**config.mk**
```make
export PLATFORM = sky130hd
export DESIGN_NAME = apmc_power_ctrl
export DESIGN_NICKNAME = d
export VERILOG_FILES = /design/src/apmc_power_ctrl.v /design/src/apmc_ctrl_mem.v
export VERILOG_INCLUDE_DIRS = /design/src
export SDC_FILE = /design/constraint.sdc
export NUM_CORES = 1
export LEC_CHECK = 0
export BUFFER_PORTS_ARGS = -buffer_cell sky130_fd_sc_hd__buf_2
export CAP_MARGIN = 0
export CORE_UTILIZATION = 55
export DETAILED_ROUTE_END_ITERATION = 12
export PLACE_DENSITY_LB_ADDON = 0.08
export SYNTH_ARGS = -nofsm -noshare
export SYNTH_HDL_FRONTEND = slang
export SYNTH_HIERARCHICAL = 1
export SYNTH_SLANG_ARGS = --single-unit
```
**constraint.sdc**
```tcl
create_clock -name core_clk -period 3 [get_ports core_clk]
set_clock_uncertainty 0.2 [all_clocks]
set_input_delay 0.45 -clock core_clk [delete_from_list [all_inputs] [get_ports core_clk]]
set_output_delay 0.45 -clock core_clk [all_outputs]
set_load 0.005 [all_outputs]
```
**src/apmc_consts.vh**
```
// Purpose: Constants for the converter power-mode sequencer
// Assumes: core_clk at 250 MHz (4 ns period)
// Notes:   Times kept in their own unit, cycle counts derived from them
`ifndef APMC_CONSTS_VH
`define APMC_CONSTS_VH

`define APMC_CLK_PERIOD_PS      32'd4000
`define APMC_PM_NORMAL          2'b00
`define APMC_PM_AUTO_SHUTDOWN   2'b01
`define APMC_PM_AUTO_STANDBY    2'b10
`define APMC_PM_FULL_SHUTDOWN   2'b11
`define APMC_PM_LOW_POS         0
`define APMC_PM_HIGH_POS        1
`define APMC_PM_RESET           2'b00
`define APMC_CTRL_RESET         12'h000
`define APMC_CONV_CYCLES        8'd13
`define APMC_STBY_EXT_NS        600
`define APMC_STBY_INT_NS        7000
`define APMC_SHDN_MS            10
`define APMC_STBY_EXT_CYC       ((`APMC_STBY_EXT_NS * 1000 + 3999) / 4000)
`define APMC_STBY_INT_CYC       ((`APMC_STBY_INT_NS * 1000 + 3999) / 4000)
`define APMC_SHDN_CYC           (`APMC_SHDN_MS * (1000000000 / 4000))

`endif

```
**src/apmc_power_ctrl.v**
```verilog
// Purpose: Power-mode sequencer of a parallel-bus converter
// Assumes: Strobes are synchronous to core_clk and active low
// Notes:   Power-up waits are timed by the host; ready flag is advisory
`timescale 1ns/1ps
`default_nettype none
`include "apmc_consts.vh"

module apmc_power_ctrl #(
    parameter         CTRL_WIDTH = 12,
    parameter         SHDN_CYC   = `APMC_SHDN_CYC,
    parameter         INT_REF    = 1
) (
    // Clock and reset
    input  wire                  core_clk,
    input  wire                  resetn,
    // Host bus
    input  wire                  cs_n,
    input  wire                  wr_n,
    input  wire [CTRL_WIDTH-1:0] wr_data,
    input  wire                  start_convert_n,
    // Status
    output reg                   busy_reg,
    output reg                   ref_on_reg,
    output reg                   core_on_reg,
    output reg                   track_reg,
    output reg                   powered_ready_reg,
    output reg  [CTRL_WIDTH-1:0] ctrl_reg_out
);

    localparam [3:0] ST_ON   = 4'b0001;
    localparam [3:0] ST_CONV = 4'b0010;
    localparam [3:0] ST_STBY = 4'b0100;
    localparam [3:0] ST_SHDN = 4'b1000;
    localparam [31:0] STBY_CYC = INT_REF ? `APMC_STBY_INT_CYC : `APMC_STBY_EXT_CYC;

    reg  [3:0]            state_reg;
    reg  [3:0]            state_next;
    reg  [1:0]            pin_d_reg;
    wire [1:0]            pin_now;
    reg  [7:0]            conv_cnt_reg;
    reg  [31:0]           wait_cnt_reg;
    wire [CTRL_WIDTH-1:0] ctrl_q;
    wire                  wr_rise;
    wire                  conv_rise;
    wire                  conv_fall;
    wire                  conv_done;
    wire [1:0]            pm;
    wire [1:0]            new_pm;

    assign pin_now   = {start_convert_n, wr_n};
    assign wr_rise   = !pin_d_reg[0] && wr_n && !cs_n;
    assign conv_rise = !pin_d_reg[1] && start_convert_n;
    assign conv_fall = pin_d_reg[1] && !start_convert_n;
    assign conv_done = state_reg == ST_CONV && conv_cnt_reg == `APMC_CONV_CYCLES;
    assign new_pm    = {wr_data[`APMC_PM_HIGH_POS], wr_data[`APMC_PM_LOW_POS]};
    assign pm        = wr_rise ? new_pm
                     : {ctrl_q[`APMC_PM_HIGH_POS], ctrl_q[`APMC_PM_LOW_POS]};

    // One decode for the mode-selecting writes in the state logic, except the pm case at conversion end
    function wr_sel;
        input       strobe;
        input [1:0] word_mode;
        input [1:0] mode;
        begin
            wr_sel = strobe && word_mode == mode;
        end
    endfunction

    // Both strobes idle high, so the delayed copies reset high: no false edge
    genvar g;
    generate
        for (g = 0; g < 2; g = g + 1) begin : g_edge
            always @(posedge core_clk) begin
                if (!resetn) begin
                    pin_d_reg[g] <= 1'b1;
                end else begin
                    pin_d_reg[g] <= pin_now[g];
                end
            end
        end
    endgenerate

    // Latching on the strobe rise keeps the write atomic with the mode change
    apmc_ctrl_mem #(
        .WIDTH   (CTRL_WIDTH)
    ) u_ctrl (
        .core_clk(core_clk),
        .resetn  (resetn),
        .wr_en   (wr_rise),
        .wr_data (wr_data),
        .rd_data (ctrl_q)
    );

    always @* begin
        state_next = state_reg;
        case (state_reg)
            ST_ON: begin
                if (wr_sel(wr_rise, new_pm, `APMC_PM_FULL_SHUTDOWN)) begin
                    state_next = ST_SHDN;
                end else if (conv_fall) begin
                    state_next = ST_CONV;
                end
            end
            ST_CONV: begin
                // A full shutdown write cuts a running conversion short
                if (wr_sel(wr_rise, new_pm, `APMC_PM_FULL_SHUTDOWN)) begin
                    state_next = ST_SHDN;
                end else if (conv_done) begin
                    case (pm)
                        `APMC_PM_AUTO_STANDBY:  state_next = ST_STBY;
                        `APMC_PM_AUTO_SHUTDOWN: state_next = ST_SHDN;
                        `APMC_PM_FULL_SHUTDOWN: state_next = ST_SHDN;
                        default:                state_next = ST_ON;
                    endcase
                end
            end
            ST_STBY: begin
                if (wr_sel(wr_rise, new_pm, `APMC_PM_FULL_SHUTDOWN)) begin
                    state_next = ST_SHDN;
                end else if (conv_rise || wr_sel(wr_rise, new_pm, `APMC_PM_NORMAL)) begin
                    state_next = ST_ON;
                end
            end
            ST_SHDN: begin
                // A write decides first; the start pin wakes only the automatic mode
                if (wr_sel(wr_rise, new_pm, `APMC_PM_NORMAL)) begin
                    state_next = ST_ON;
                end else if (wr_sel(wr_rise, new_pm, `APMC_PM_AUTO_STANDBY)) begin
                    state_next = ST_STBY;
                end else if (!wr_rise && pm != `APMC_PM_FULL_SHUTDOWN && conv_rise) begin
                    state_next = ST_ON;
                end else begin
                    state_next = ST_SHDN;
                end
            end
            default: begin
                state_next = ST_ON;
            end
        endcase
    end

    always @(posedge core_clk) begin
        if (!resetn) begin
            state_reg         <= ST_ON;
            conv_cnt_reg      <= 8'h00;
            wait_cnt_reg      <= 32'h0000_0000;
            busy_reg          <= 1'b0;
            ref_on_reg        <= 1'b1;
            core_on_reg       <= 1'b1;
            track_reg         <= 1'b0;
            powered_ready_reg <= 1'b1;
            ctrl_reg_out      <= `APMC_CTRL_RESET;
        end else begin
            state_reg    <= state_next;
            ctrl_reg_out <= ctrl_q;
            conv_cnt_reg <= (state_reg == ST_CONV) ? conv_cnt_reg + 8'h01 : 8'h00;
            busy_reg     <= state_next == ST_CONV;
            // Powered only in the on and converting states
            core_on_reg  <= state_next == ST_ON || state_next == ST_CONV;
            ref_on_reg   <= state_next != ST_SHDN;
            // Hold while sleeping or converting; any wake edge restores track
            if (state_next == ST_STBY || state_next == ST_SHDN || state_next == ST_CONV) begin
                track_reg <= 1'b0;
            end else if (conv_rise || state_reg != ST_ON) begin
                track_reg <= 1'b1;
            end
            // Ready flag only; host owns the waits and is not refused
            if (state_reg == ST_STBY && state_next == ST_ON) begin
                wait_cnt_reg      <= STBY_CYC;
                powered_ready_reg <= 1'b0;
            end else if (state_reg == ST_SHDN && state_next == ST_ON) begin
                wait_cnt_reg      <= SHDN_CYC;
                powered_ready_reg <= 1'b0;
            end else if (state_next != ST_ON && state_next != ST_CONV) begin
                powered_ready_reg <= 1'b0;
            end else if (wait_cnt_reg != 32'h0000_0000) begin
                wait_cnt_reg <= wait_cnt_reg - 32'h0000_0001;
            end else begin
                powered_ready_reg <= 1'b1;
            end
        end
    end

endmodule
`default_nettype wire

```
**src/apmc_ctrl_mem.v**
```verilog
// Purpose: Control register storage of the converter
// Assumes: Synchronous active-low reset, single write port
// Notes:   Read data comes out of a register
`timescale 1ns/1ps
`default_nettype none
`include "apmc_consts.vh"

module apmc_ctrl_mem #(
    parameter WIDTH = 12
) (
    // Clock and reset
    input  wire             core_clk,
    input  wire             resetn,
    // Write side
    input  wire             wr_en,
    input  wire [WIDTH-1:0] wr_data,
    // Read side
    output reg  [WIDTH-1:0] rd_data
);

    reg [WIDTH-1:0] store_reg;

    always @(posedge core_clk) begin
        if (!resetn) begin
            store_reg <= `APMC_CTRL_RESET;
            rd_data   <= `APMC_CTRL_RESET;
        end else begin
            // Contents held in every mode, only a write alters them
            if (wr_en) begin
                store_reg <= wr_data;
            end
            rd_data <= wr_en ? wr_data : store_reg;
        end
    end

endmodule
`default_nettype wire

```
Yosys cells after proc, flatten, opt, wreduce, memory -nomap -nowiden
Index checks and enable logic that the tools add are counted.

Bitwise operators: 2. Eq/ne operators: 22. Multiplexer cells: 20. Reductions and logical operators: 35. $add $sub $neg: 2.

Operators by type and width (number): 2-to-1 mux 22 bit (3); 2-to-1 mux 4 bit (9); nonzero test 32 bit (1); subtractor 32 x 1 -> 32 bit (second input constant) (1); one-hot mux 4 bit (4 select lines) (1); logical AND 1 bit (13); 2-to-1 mux 11 bit (1); adder 8 x 1 -> 8 bit (second input constant) (1); == test 2 bit (second input constant) (4); == test 4 x 1 -> 1 bit (second input constant) (2); == test 4 x 2 -> 1 bit (second input constant) (2); == test 4 x 3 -> 1 bit (second input constant) (2); == test 4 bit (second input constant) (2); == test 8 x 4 -> 1 bit (second input constant) (1); != test 4 x 1 -> 1 bit (second input constant) (2); != test 4 bit (second input constant) (2); one-hot mux 4 bit (2 select lines) (1); AND reduction 2 bit (4); OR reduction 2 bit (3); logical NOT 1 bit (5); logical OR 1 bit (5); 2-to-1 mux 1 bit (4); != test 2 bit (second input constant) (2); != test 4 x 2 -> 1 bit (second input constant) (1); other kinds (8) (9).

Register bits after elaboration: 75. Word-level logic and storage cells: 95. Input port bits: 17. Output and inout port bits: 17.

Logic depth before layout (Yosys ltp)
Depth in word-level cells: 16. Gate-level depth with buffers: 10. Depth with buffers taken out: 8.

Hierarchy
The synthesis kept the hierarchy.

Modules (own cells, without submodules): apmc_power_ctrl (sequential area each 1261.2 um2, instances 1, area an instance 2952.8 um2, cells an instance 342); apmc_ctrl_mem (sequential area each 240.2 um2, instances 1, area an instance 450.4 um2, cells an instance 38).

Worst setup path after synthesis
OpenSTA, ideal clock, no wires.

Path type: input-to-reg. Start point: input cs_n. End point: register wait_cnt_reg[31]. Setup time: 125 ps. Arrival: 2414 ps. Data required time: 2675 ps. Cell stages on the path: 9. Buffers on the path: 2. Path slack: 261 ps. Path through: or3b_1 -> clkbuf_1 -> a21oi_1 -> a21bo_2 -> a211oi_2 -> clkbuf_1 -> nor3b_2 -> xnor2_1 -> nor2_2.

Word-level cells in the longest chain between the ends: 14. Elaborated cells on any way between the ends: 34. Those cells by class: 7 x eq/ne; 11 x mux; 1 x bitwise; 15 x reduce/logical.

Ends and longest elaborated chain: start: declaration (RTL line apmc_power_ctrl.v:17) `input wire cs_n,`; logical NOT 1 bit * (RTL line apmc_power_ctrl.v:51) `assign wr_rise = !pin_d_reg[0] && wr_n && !cs_n;`; logical AND 1 bit * (RTL line apmc_power_ctrl.v:51); branches (longest 7 deep; another with one-hot mux 4 bit (2 select lines)); one-hot mux 4 bit (4 select lines) * (RTL line apmc_power_ctrl.v:96) `case (state_reg)`; != test 4 x 1 -> 1 bit / != test 4 x 2 -> 1 bit (equally long branches) (RTL line apmc_power_ctrl.v:174) `end else if (state_next != ST_ON && state_next != ST_CONV) begin`; logical AND 1 bit (RTL line apmc_power_ctrl.v:174); NOT 1 bit (no source line); AND reduction 2 bit (no source line); end signal: assignment (RTL line apmc_power_ctrl.v:177) `wait_cnt_reg <= wait_cnt_reg - 32'h0000_0001;`; end: declaration (RTL line apmc_power_ctrl.v:41) `reg [31:0] wait_cnt_reg;`.

Every way passes the cells marked *. A chain may end at the register's enable or synchronous reset.

Worst setup path after layout
Start point: register wait_cnt_reg[7]. End point: register wait_cnt_reg[31].

Word-level cells in the longest chain between the ends: 2. Elaborated cells on any way between the ends: 3. Those cells by class: 1 x add/sub; 2 x reduce/logical.

Ends and longest elaborated chain: branches (longest 2 deep; another with subtractor 32 x 1 -> 32 bit).

Parallel ways; which one is timed is not known.

==> flow_summary.ini <==
[outcome]
run_status = complete, no violations

[sta]
holdWs_ns = 0.111
slew_headroom_pct = 61.4
period_share_pct = 92.9
tightest_slew_ns = 0.571
finalCriticalPeriod_ns = 2.79
setup_violations = 0
setup_tns_ns = 0
fmax_ghz = 0.359
finalHoldViolCount = 0
slew_viol_final = 0
rsz0062_at_grt = no

[hold_path]
hold_class = primary input to flip-flop

[clock_tree]
cts_setup_buffers = 0
clk_path_buf_depth = 2
tritoncts = yes
cts_hold_buf = 0
ctsHtreeMaxLevel = 3
cts.reportedPaths.clkPinSlew_ns = 0.08
clock_latency_ns = 0.35
root_buffer = clkbuf_8
post_cts_resize_count = 0
clock_sinks = 75
cts_made_buffers = 9

[synthesis]
synth_edf_count = 0
ys_types = 52
ys_seq_area_share_pct = 44.1
syn_area_um2 = 3400
syn-num-nets = 400
syn_avg_cell_area_um2 = 8.96
synth-main-ff-cell = dfxtp_1
synthCells = 380
yosys_warnings = 6
ys_ff_latch = 75
async_reset_ff_share_pct = 0

[job]
maxCapViolations = 0

[cells_and_area]
layout_commonest_cell = dfxtp_1
final_util_pct = 66.8
seq_area_um2 = 1500
layout_common_cells = dfxtp_1, nor2_1, buf_2
synthToLayoutAreaGrowth_pct = 16.8
nets = 441
multi_input_area_um2 = 1800
drive_above_1_share_pct = 18.1
largest_register_ffs = 32
fin_cells = 501
fill_cells = 518
diodes = 0

[critical_path]
crit_path_max_incr_delay_ns = 0.53
crit_chain = or4_1 -> or3_4 -> or3_4 -> or4_1 -> nor3b_2 -> xnor2_1 -> nor2_2
start_kind = flip-flop
cp.required_ns = 3.04
end_kind = flip-flop
cp.arrival_ns = 2.83
slowest_stage = or4_1
worstPathMaxFanout = 6
critPathKind = flip-flop to flip-flop

[floorplanning]
die-width_um = 80.7
start_util_pct = 57.1
ioPinCount = 34
rows = 28
chipHeight_um = 80.7
core_area_um2 = 5960
dieArea_um2 = 6510

[grt]
grt_max_degree = 41
grt_pass1_vias = 2624
antenna_found_initial = 0
grt_pass1_wl_um = 11400
gr-usage-all-layers_pct = 22.7
grt-ovfl-total = 0

[drt]
drt_iter0_markers = 116
wire_per_inst_um = 13.3
vias = 2766
first_pass_iters = 4
drc = 0
ant_nets = 0
totalWireLength_um = 6680
post_drt_via_cell_ratio = 5.52

[power_and_ir_drop]
p_leak_nw = 1.61
vdd_drop_max_mv = 0.712
p_total_mw = 3.53
pwr_density_cell_nw_per_um2 = 888

[placement]
place.gp.congestion = 0.854
dp_cells = 485
dp_hpwl_um = 4630
port_buffers = 33
## final timing paths
path | from | to | slack, ns | cells past startpoint
max | wait_cnt_reg[7] | wait_cnt_reg[31] | 0.21 | 7
max reg2reg | wait_cnt_reg[7] | wait_cnt_reg[31] | 0.21 | 7
min | wr_n | pin_d_reg[0] | 0.11 | 2
min reg2reg | u_ctrl/store_reg[8] | ctrl_reg_out[8] | 0.26 | 1
## synthesized netlist by cell type, types with 4 or more instances
cell type / number / area (um2)
xor2_1: 31 / 272
nor4_1: 6 / 37.5
mux2i_1: 12 / 120
or4_1: 6 / 45.0
nor2b_1: 14 / 87.6
xnor2_1: 6 / 52.6
inv_1: 6 / 22.5
dfxtp_1: 75 / 1500
a21oi_1: 10 / 50.1
nor3_1: 11 / 55.1
nor2_1: 47 / 176
nand4_1: 11 / 68.8
o21ai_1: 6 / 30.0
and2_1: 15 / 93.8
nand2_1: 17 / 63.8
o21ai_0: 5 / 25.0
nor4b_1: 4 / 35.0
clkbuf_1: 17 / 63.8
nand2b_1: 9 / 56.3
nand3_1: 21 / 105
## per-stage QoR
| stage | instance area [um2] | setup WS [ns] |
|---|---|---|
| final | 3980 | 0.212 |
| after global routing | 3980 | 0.0347 |
| after CTS | 3980 | 0.204 |
| after detailed placement | 3700 | 0.154 |
| after global placement | 3700 | 0.215 |
| after floorplan | 3400 | 0.261 |
## layer usage
metal / vias to the layer above / global-route usage [%] / routed length (um)
met5: - / 0 / 0
met4: 0 / 9.46 / 131
met3: 15 / 5.57 / 223
met2: 52 / 38.4 / 3140
met1: 1292 / 27.2 / 3180
li1: 1407 / - / -
## report_power, final
group          total, mW  internal (mW)  switching (mW)
Combinational       1.18          0.537           0.641
Sequential          1.32           1.16           0.155
Clock               1.03          0.645           0.389
Total               3.53           2.35            1.18
## logic make-up after synthesis
logic type / count (synthesis) / synth area share [%]
AO/OA/AOI/OAI: 44 / 8.68
XOR/XNOR: 37 / 9.52
adder cells (fa/ha/maj): 3 / 1.10
buffers and inverters: 25 / 2.98
flip-flops: 75 / 44.1
multiplexers: 12 / 3.53
AND/OR/NAND/NOR: 184 / 30.1
## final cells by class
class | count | area share (%)
multi-input combinational | 280 | 45.3
clock inverter | 7 | 3.74
sequential | 75 | 37.8
clock buffer | 9 | 3.12
inverter | 6 | 0.566
tap | 75 | 2.36
timing repair buffer | 49 | 7.17
## worst max-delay path, delay by kind of cell (launching register included)
family | cells | cell delay, ns
XOR/XNOR | 1 | 0.15
flip-flops | 1 | 0.35
AND/OR/NAND/NOR | 6 | 1.99
Note: power is estimated with default switching activity, not from simulation.
